$ cat src/rqi_pkg.sv
package rqi_pkg;
  // Flag positions within the interrupt word
  localparam int RQI_BIT_RSP_ERR = 11;
  localparam int RQI_BIT_REQ_ERR = 10;
  localparam int RQI_BIT_RSP_QAV = 9;
  localparam int RQI_BIT_REQ_QAV = 8;
  // Field of the interrupt word this block owns
  localparam int RQI_FIELD_LSB   = 8;
  localparam int RQI_FIELD_W     = 4;
  // Number of receive queues handled
  localparam int RQI_NUM_QUEUES  = 2;
  // Queue indices
  localparam int RQI_Q_REQ       = 0;
  localparam int RQI_Q_RSP       = 1;
  // Reset value of a flag
  localparam logic RQI_FLAG_RST  = 1'b0;
  // Flag lifecycle
  typedef enum logic {RQI_IDLE, RQI_SET} rqi_flag_t;
endpackage : rqi_pkg

$ cat src/rqi_rx_queue_flags.sv
`timescale 1ns/1ps
module rqi_rx_queue_flags
  import rqi_pkg::*;
(
  input  wire logic                   core_clk,
  input  wire logic                   reset,
  input  wire logic                   bus_reset,
  input  wire logic                   req_xfer_error,
  input  wire logic                   rsp_xfer_error,
  input  wire logic                   req_quadlet_avail,
  input  wire logic                   rsp_quadlet_avail,
  input  wire logic                   req_read_req,
  input  wire logic                   rsp_read_req,
  input  wire logic                   host_wr,
  input  wire logic [RQI_FIELD_W-1:0] host_wdata,
  output logic [RQI_FIELD_W-1:0]      int_flags,
  output logic                        req_read_grant,
  output logic                        rsp_read_grant,
  output logic                        req_read_blocked,
  output logic                        rsp_read_blocked
);

  localparam int LB_REQ_ERR = RQI_BIT_REQ_ERR - RQI_FIELD_LSB;
  localparam int LB_RSP_ERR = RQI_BIT_RSP_ERR - RQI_FIELD_LSB;
  localparam int LB_REQ_QAV = RQI_BIT_REQ_QAV - RQI_FIELD_LSB;
  localparam int LB_RSP_QAV = RQI_BIT_RSP_QAV - RQI_FIELD_LSB;

  // Four flags over two queues is all the bit mapping below can serve
  if (RQI_FIELD_W != 4 || RQI_NUM_QUEUES != 2)
  begin : g_bad_layout
    $error("rqi_rx_queue_flags: field layout unsupported");
  end

  // Highest and lowest flag positions (response error, request quadlet) must fall inside the owned field
  if (LB_RSP_ERR >= RQI_FIELD_W || LB_REQ_QAV < 0)
  begin : g_bad_position
    $error("rqi_rx_queue_flags: flag position outside field");
  end

  logic [RQI_NUM_QUEUES-1:0] xerr;
  logic [RQI_NUM_QUEUES-1:0] clr;
  logic [RQI_NUM_QUEUES-1:0] qav;
  logic [RQI_NUM_QUEUES-1:0] rd_req;
  logic [RQI_NUM_QUEUES-1:0] rd_ok;
  logic [RQI_NUM_QUEUES-1:0] err_f;
  logic [RQI_NUM_QUEUES-1:0] qav_f;
  logic [RQI_NUM_QUEUES-1:0] blk;

  ////////////////////////////////////////////////////////////////////////////
  // Per-queue inputs gathered into vectors
  assign xerr[RQI_Q_REQ]   = req_xfer_error;
  assign xerr[RQI_Q_RSP]   = rsp_xfer_error;
  assign clr[RQI_Q_REQ]    = host_wr && host_wdata[LB_REQ_ERR];
  assign clr[RQI_Q_RSP]    = host_wr && host_wdata[LB_RSP_ERR];
  assign qav[RQI_Q_REQ]    = req_quadlet_avail;
  assign qav[RQI_Q_RSP]    = rsp_quadlet_avail;
  assign rd_req[RQI_Q_REQ] = req_read_req;
  assign rd_req[RQI_Q_RSP] = rsp_read_req;

  ////////////////////////////////////////////////////////////////////////////
  // One flag pair per queue; a blocked read never counts as a read
  generate
    for (genvar q = 0; q < RQI_NUM_QUEUES; q++)
    begin : g_q
      assign rd_ok[q] = rd_req[q] && !blk[q];
      rqi_queue_flags u_flags (
        .core_clk           (core_clk),
        .reset              (reset),
        .xfer_error         (xerr[q]),
        .bus_reset          (bus_reset),
        .err_clear_wr       (clr[q]),
        .quadlet_avail      (qav[q]),
        .quadlet_read       (rd_ok[q]),
        .read_error_flag    (err_f[q]),
        .quadlet_ready_flag (qav_f[q]),
        .read_block         (blk[q])
      );
    end
  endgenerate

  ////////////////////////////////////////////////////////////////////////////
  // Interrupt word: flags mirror the internal state one cycle later
  always_ff @(posedge core_clk)
  begin
    if (reset)
      int_flags <= '0;
    else
    begin
      int_flags[LB_REQ_ERR] <= err_f[RQI_Q_REQ];
      int_flags[LB_RSP_ERR] <= err_f[RQI_Q_RSP];
      int_flags[LB_REQ_QAV] <= qav_f[RQI_Q_REQ];
      int_flags[LB_RSP_QAV] <= qav_f[RQI_Q_RSP];
    end
  end

  ////////////////////////////////////////////////////////////////////////////
  // Grant is registered, so the queue datapath sees it a cycle after
  // the request; this trades latency for a clean flop-driven output.
  always_ff @(posedge core_clk)
  begin
    if (reset)
    begin
      req_read_grant <= 1'b0;
      rsp_read_grant <= 1'b0;
    end
    else
    begin
      req_read_grant <= rd_ok[RQI_Q_REQ];
      rsp_read_grant <= rd_ok[RQI_Q_RSP];
    end
  end

  ////////////////////////////////////////////////////////////////////////////
  // Block status for the datapath; lags the internal flag by one cycle
  always_ff @(posedge core_clk)
  begin
    if (reset)
    begin
      req_read_blocked <= 1'b0;
      rsp_read_blocked <= 1'b0;
    end
    else
    begin
      req_read_blocked <= blk[RQI_Q_REQ];
      rsp_read_blocked <= blk[RQI_Q_RSP];
    end
  end

  ////////////////////////////////////////////////////////////////////////////
  // Checks, request queue
  // Events reach the word two edges after they are sampled

  // Error event shows in the word
  AST_REQ_ERR_SET: assert property (@(posedge core_clk) disable iff (reset)
    (req_xfer_error || bus_reset) |=> ##1 int_flags[LB_REQ_ERR])
    else $error("request error flag not set");

  // Error event wins over a clearing write in the same cycle
  AST_REQ_ERR_INT: assert property (@(posedge core_clk) disable iff (reset)
    (req_xfer_error || bus_reset) |=> err_f[RQI_Q_REQ])
    else $error("request error event lost");

  // No grant while the word shows the error
  AST_REQ_BLOCK: assert property (@(posedge core_clk) disable iff (reset)
    int_flags[LB_REQ_ERR] |-> !req_read_grant)
    else $error("request read granted while in error");

  // Block output follows the flag
  AST_REQ_BLOCKED_ON: assert property (@(posedge core_clk) disable iff (reset)
    err_f[RQI_Q_REQ] |=> req_read_blocked)
    else $error("request block output missing");

  // Accepted read is always granted
  AST_REQ_GRANT: assert property (@(posedge core_clk) disable iff (reset)
    (req_read_req && !blk[RQI_Q_REQ]) |=> req_read_grant)
    else $error("request read not granted");

  // Grant never appears without a request
  AST_REQ_GRANT_PULSE: assert property (@(posedge core_clk) disable iff (reset)
    !req_read_req |=> !req_read_grant)
    else $error("request grant without request");

  // A refused read must not consume the quadlet
  AST_REQ_QAV_KEEP: assert property (@(posedge core_clk) disable iff (reset)
    (qav_f[RQI_Q_REQ] && !(req_read_req && !blk[RQI_Q_REQ])) |=> qav_f[RQI_Q_REQ])
    else $error("request quadlet flag lost without read");

  // Write of one clears the flag when no event competes
  AST_REQ_CLEAR: assert property (@(posedge core_clk) disable iff (reset)
    (host_wr && host_wdata[LB_REQ_ERR] && !req_xfer_error && !bus_reset)
    |=> ##1 !int_flags[LB_REQ_ERR])
    else $error("request error flag not cleared");

  // Flag holds until written
  AST_REQ_HOLD: assert property (@(posedge core_clk) disable iff (reset)
    (err_f[RQI_Q_REQ] && !(host_wr && host_wdata[LB_REQ_ERR]))
    |=> err_f[RQI_Q_REQ])
    else $error("request error flag dropped without write");

  // Clearing the flag releases the block
  AST_REQ_BLOCKED_OFF: assert property (@(posedge core_clk) disable iff (reset)
    !err_f[RQI_Q_REQ] |=> !req_read_blocked)
    else $error("request block output stuck");

  // Quadlet available shows in the word
  AST_REQ_QAV_SET: assert property (@(posedge core_clk) disable iff (reset)
    req_quadlet_avail |=> ##1 int_flags[LB_REQ_QAV])
    else $error("request quadlet flag not set");

  // Accepted read clears the quadlet flag
  AST_REQ_QAV: assert property (@(posedge core_clk) disable iff (reset)
    (req_read_req && !blk[RQI_Q_REQ] && !req_quadlet_avail)
    |=> ##1 !int_flags[LB_REQ_QAV])
    else $error("request quadlet flag not cleared by read");

  ////////////////////////////////////////////////////////////////////////////
  // Checks, response queue

  // Quadlet available shows in the word
  AST_RSP_QAV: assert property (@(posedge core_clk) disable iff (reset)
    rsp_quadlet_avail |=> ##1 int_flags[LB_RSP_QAV])
    else $error("response quadlet flag not set");

  // Accepted read clears the quadlet flag
  AST_RSP_QAV_CLR: assert property (@(posedge core_clk) disable iff (reset)
    (rsp_read_req && !rsp_read_blocked && !blk[RQI_Q_RSP] && !rsp_quadlet_avail)
    |=> ##1 !int_flags[LB_RSP_QAV])
    else $error("response quadlet flag not cleared by read");

  // Error event sets the flag and holds off the grant
  AST_RSP_ERR: assert property (@(posedge core_clk) disable iff (reset)
    (rsp_xfer_error || bus_reset) |=> ##1 (int_flags[LB_RSP_ERR] && !rsp_read_grant))
    else $error("response error flag or block wrong");

  // No grant while the word shows the error
  AST_RSP_BLOCK: assert property (@(posedge core_clk) disable iff (reset)
    int_flags[LB_RSP_ERR] |-> !rsp_read_grant)
    else $error("response read granted while in error");

  // A refused read must not consume the quadlet
  AST_RSP_QAV_KEEP: assert property (@(posedge core_clk) disable iff (reset)
    (qav_f[RQI_Q_RSP] && !(rsp_read_req && !blk[RQI_Q_RSP])) |=> qav_f[RQI_Q_RSP])
    else $error("response quadlet flag lost without read");

  // Write of one clears the flag when no event competes
  AST_RSP_CLEAR: assert property (@(posedge core_clk) disable iff (reset)
    (host_wr && host_wdata[LB_RSP_ERR] && !rsp_xfer_error && !bus_reset)
    |=> ##1 !int_flags[LB_RSP_ERR])
    else $error("response error flag not cleared");

  // Flag holds until written
  AST_RSP_HOLD: assert property (@(posedge core_clk) disable iff (reset)
    (err_f[RQI_Q_RSP] && !(host_wr && host_wdata[LB_RSP_ERR]))
    |=> err_f[RQI_Q_RSP])
    else $error("response error flag dropped without write");

  // Block output follows the flag
  AST_RSP_BLOCKED_ON: assert property (@(posedge core_clk) disable iff (reset)
    err_f[RQI_Q_RSP] |=> rsp_read_blocked)
    else $error("response block output missing");

endmodule : rqi_rx_queue_flags

$ cat src/rqi_queue_flags.sv
`timescale 1ns/1ps
// One receive queue: read-error flag with read block, and quadlet-ready flag
module rqi_queue_flags
  import rqi_pkg::*;
(
  input  wire logic core_clk,
  input  wire logic reset,
  input  wire logic xfer_error,
  input  wire logic bus_reset,
  input  wire logic err_clear_wr,
  input  wire logic quadlet_avail,
  input  wire logic quadlet_read,
  output logic      read_error_flag,
  output logic      quadlet_ready_flag,
  output logic      read_block
);

  logic err_r;
  logic qav_r;

  // Error flag: set wins over clear so an event is never lost
  always_ff @(posedge core_clk)
  begin
    if (reset)
      err_r <= RQI_FLAG_RST;
    else if (xfer_error || bus_reset)
      err_r <= 1'b1;
    else if (err_clear_wr)
      err_r <= 1'b0;
  end

  // Quadlet ready: self-clears on read, new availability wins
  always_ff @(posedge core_clk)
  begin
    if (reset)
      qav_r <= RQI_FLAG_RST;
    else if (quadlet_avail)
      qav_r <= 1'b1;
    else if (quadlet_read)
      qav_r <= 1'b0;
  end

  assign read_error_flag    = err_r;
  assign quadlet_ready_flag = qav_r;
  assign read_block         = err_r;

endmodule : rqi_queue_flags

$ cat config.mk
export PLATFORM = sky130hd
export DESIGN_NAME = rqi_rx_queue_flags
export DESIGN_NICKNAME = d
export VERILOG_FILES = /design/src/rqi_pkg.sv /design/src/rqi_rx_queue_flags.sv /design/src/rqi_queue_flags.sv
export SDC_FILE = /design/constraint.sdc
export NUM_CORES = 1
export LEC_CHECK = 0
export BUFFER_PORTS_ARGS = -buffer_cell sky130_fd_sc_hd__buf_2
export CORE_AREA = 2 2 39 41
export CTS_BUF_LIST = sky130_fd_sc_hd__clkbuf_16
export DETAILED_ROUTE_END_ITERATION = 8
export DIE_AREA = 0 0 41 43
export GPL_ROUTABILITY_DRIVEN = 0
export PLACE_DENSITY = 0.6
export SLEW_MARGIN = 20
export SYNTH_ARGS = -nofsm -noshare
export SYNTH_HDL_FRONTEND = slang
export SYNTH_SLANG_ARGS = --single-unit
$ cat constraint.sdc
create_clock -name core_clk -period 1.84 [get_ports core_clk]
set_input_delay 0.184 -clock core_clk [delete_from_list [all_inputs] [get_ports core_clk]]
set_output_delay 0.184 -clock core_clk [all_outputs]
set_load 0.01 [all_outputs]
### Yosys cells after proc, flatten, opt, wreduce, memory -nomap -nowiden

Cells that the tools add are included.

| storage, ports and cells | value |
|---|---|
| register bits after elaboration | 12 |
| latch bits | 0 |
| RAM bits | 0 |
| ROM bits | 0 |
| bits of input ports | 14 |
| output and inout bits | 8 |
| logic and storage cells | 29 |
| memories kept | 0 |

| cells by class | value |
|---|---|
| add/subtract/negate cells | 0 |
| multipliers | 0 |
| divide/modulo/power cells | 0 |
| $lt $le $gt $ge | 0 |
| eq/ne operators | 0 |
| shift-type cells | 0 |
| mux-type cells | 8 |
| bitwise gates (word level) | 0 |
| reduce and logical (&&, ||, !) cells | 12 |

Operators by type and width:

| cell | count |
|---|---|
| 2-to-1 mux 1 bit | 8 |
| nonzero test 2 bit | 4 |
| logical AND 1 bit | 4 |
| logical NOT 1 bit | 2 |
| logical OR 1 bit | 2 |

### Depth between registers and ports, before layout

| logic depth | value |
|---|---|
| depth in word-level cells | 4 |
| depth in mapped cells | 3 |
| depth with buffers taken out | 2 |

### Cells and area by module

Synthesis repeated with hierarchy kept, for this count alone.

| second synthesis, totals | value |
|---|---|
| cell total of the unflattened synthesis | 38 |
| area total of the unflattened synthesis | 402.9 sq um |

Modules (own cells, without submodules):

| module | times used | cells each | area an instance (sq um) | seq. area each (sq um) |
|---|---|---|---|---|
| rqi_rx_queue_flags | 1 | 20 | 247.7 | 160.2 |
| rqi_queue_flags | 2 | 9 | 77.6 | 40.0 |

### Worst setup path after synthesis

Ideal clock, no wire load.

| timing path | value |
|---|---|
| path type | reg2out |
| start | register int_flags[2] |
| end | output int_flags[2] |
| data arrival time | 0.485 ns |
| data required time | 1.656 ns |
| setup slack | 1.171 ns |
| stages on the path, launching flop included | 2 |
| buffers on the path | 1 |
| cell sequence | dfxtp_1 -> buf_4 |

RTL lines:

| what | RTL line | RTL |
|---|---|---|
| start: declaration | rqi_rx_queue_flags.sv:16 | `output logic [RQI_FIELD_W-1:0] int_flags,` |
| start signal: indexed assignment | rqi_rx_queue_flags.sv:89 | `int_flags[LB_REQ_ERR] <= err_f[RQI_Q_REQ];` |
| start signal: indexed assignment | rqi_rx_queue_flags.sv:90 | `int_flags[LB_RSP_ERR] <= err_f[RQI_Q_RSP];` |
| start signal: indexed assignment | rqi_rx_queue_flags.sv:91 | `int_flags[LB_REQ_QAV] <= qav_f[RQI_Q_REQ];` |

No word-level cell between the ends.

==> flow_summary.yaml <==
logic_synthesis:
  ys_ff_latch: 10
  synth_top_family_by_area: "simple AND/OR/NAND/NOR gates"
  syn-num-nets: 47
  yosys.cell_types.count: 12
  yosys_warnings: 0
  yosys.area_share.simple: 0.2508
  synth-xor-area-share: 0
  synth_compound_area_frac: 0.1122
  syn_area_um2: 379.1
  yosys.area_share.adder: 0
  yosysSeqAreaShare: 0.5281
  muxShareOfSynthArea: 0
  syn_inst: 33
  synth.avg_cell_area_um2: 11.49
sta:
  slew_headroom: 0.8338
  setup_tns_ns: 0
  fin_crit_ns: 0.8425
  tightest_slew_ns: 0.2493
  skew_ns: 0.001893
  post-route-period-util: 0.4579
  finalSetupViolations: 0
  rsz0062_at_grt: "no"
  slew_violations: 0
  fmax_mhz: 1187
  finalHoldViolations: 0
critical_path:
  critical_path_class: "register to output port"
  required_ns: 1.66
  r2r_cells: 2
  critPathMaxFanout: 2
  reg2reg_slack_ns: 1.18
  cp.arrival_ns: 0.66
  worst-path-buf-inv: 1
  critPathLaunchType: "register"
  slowest_delay_ns: 0.31
  worst_setup_path_end_kind: "output port"
  path_cells: "buf_2"
  regToRegEndpoint: "g_q[0].u_flags.quadlet_ready_flag"
  regToRegStartpoint: "g_q[0].u_flags.read_block"
  critPathSlowestCell: "dfxtp_1"
  path_delay_family: "flip-flops"
die:
  initial_utilization: 0.2740
  ios: 22
  row_count: 14
  die_h_um: 43
  die_area_um2: 1763
  coreArea_um2: 1384
  fp.dieW_um: 41
cts:
  ctsHtreeMaxLevel: 1
  post_cts_resized: 0
  clk_latency_ns: 0.23
  clock_path_buffers: 2
  cts_sinks: 10
  post_cts_buffers: 0
  path_clk_slew_ns: 0.04
  root_buffer: "clkbuf_16"
  cts_buffers: 3
  cts_tree: "done"
  postCtsHoldBufs: 0
cells_and_area:
  diodes: 0
  layout_commonest_cell: "buf_2"
  drive_gt1_frac: 0.5769
  n_fill_cell: 137
  nNetsFinal: 68
  area_delta_synth_final_pct: 43.23
  layout_common_cells: "buf_2 (19), dfxtp_1 (10), nor2b_1 (4), clkbuf_16 (3)"
route:
  wl_per_cell_um: 8.029
  via_per_inst: 3.882
  dr_wl_met2_um: 246
  wirelength_um: 546
  dr_total_vias: 264
  first_iter_violations: 0
  firstDrtPassIters: 1
  maxUsedRoutingLayer: "met4"
  drc: 0
  wl_met3_um: 82
  drtAntennaViolNets: 0
  drt-met1-wl_um: 209
global_route:
  globalRouteOverflowTotal: 0
  grt_pass1_vias: 215
  grt_max_degree: 11
  grt_pass1_wl_um: 834
  track_usage: 0.07855
  antenna_found_initial: 0
power_and_ir_drop:
  irDropWorstVdd_uv: 550.2
  power.density_nw_per_um2: 1228
  p_leak_nw: 0.2849
  power_uw: 666.7
hold_path:
  hold_end: "g_q[0].u_flags.read_block"
  hold_depth: 3
  min-delay-start: "req_xfer_error"
  holdCritPathClass: "input port to register"
placed_design:
  hpwl_um: 416.3
  port_buffers: 19
status:
  status: "completed"
job:
  drv_cap: 0
per-stage QoR:
| step | cells | hold slack, ns | util | setup slack, ns | instance area (µm²) |
|---|---|---|---|---|---|
| final | 68 | 0.1967 | 0.3924 | 0.9975 | 543.0 |
| after global routing | 68 | 0.1999 | 0.3924 | 0.9502 | 543.0 |
| after CTS | 68 | 0.1920 | 0.3924 | 0.9857 | 543.0 |
| after detailed placement | 65 | 0.4290 | 0.3382 | 1.045 | 467.9 |
| after global placement | 65 | 0.4269 | 0.3382 | 1.053 | 467.9 |
| after floorplan | 33 | 0.3309 | - | 1.171 | 379.1 |
cell families (layout without fill, tap and decap cells):
logic type | after synthesis | after routing
AND/OR/NAND/NOR | 12 | 12
buffers and inverters | 7 | 26
AO/OA/AOI/OAI | 4 | 4
flip-flops | 10 | 10
sequential cells by signal (all words and copies together), names as in the netlist:
register                        cells
g_q.u_flags.quadlet_ready_flag      2
int_flags                           3
rsp_read_grant                      1
rsp_read_blocked                    1
req_read_grant                      1
g_q.u_flags.read_block              2
worst max-delay path by stage:
stage / depth (start not counted) / startpoint / endpoint
6_report: 1 / int_flags[2] / req_read_blocked
3_3_place_gp: 3 / reset / g_q[0].u_flags.quadlet_ready_flag
4_1_cts: 1 / int_flags[2] / req_read_blocked
2_1_floorplan: 1 / int_flags[2] / int_flags[2]
5_1_grt: 1 / int_flags[2] / req_read_blocked
3_5_place_dp: 3 / reset / g_q[0].u_flags.quadlet_ready_flag
Yosys cell counts:
cell,instances,area (µm²)
nor2b_1,4,25.02
nor2_1,2,7.510
nor2b_4,2,27.53
buf_6,1,11.26
nand2b_4,2,27.53
inv_2,2,7.510
inv_1,2,7.510
dfxtp_1,10,200.2
o2bb2ai_1,2,17.52
buf_4,2,15.01
o22ai_2,2,25.02
nand2_1,2,7.510
per-layer routing:
metal / global-route usage / vias up
li1: - / 141
met1: 0.08117 / 105
met2: 0.1000 / 16
met3: 0.07853 / 2
met4: 0.04000 / 0
met5: 0 / -
cell type report:
cell class,instances,area [µm²],area share
Sequential cell,10,200.2,0.3687
Multi-Input combinational cell,16,137.6,0.2535
Timing Repair Buffer,19,95.09,0.1751
Clock buffer,3,75.07,0.1382
Tap cell,16,20.02,0.03687
Inverter,4,15.01,0.02765
where the power goes:
| group | internal (mW) | total [mW] | switching (mW) |
|---|---|---|---|
| clock network | 0.280 | 0.363 | 0.0833 |
| registers | 0.235 | 0.242 | 0.00728 |
| logic | 0.0348 | 0.0614 | 0.0266 |
No activity file was read; power rests on OpenSTA's default activity.
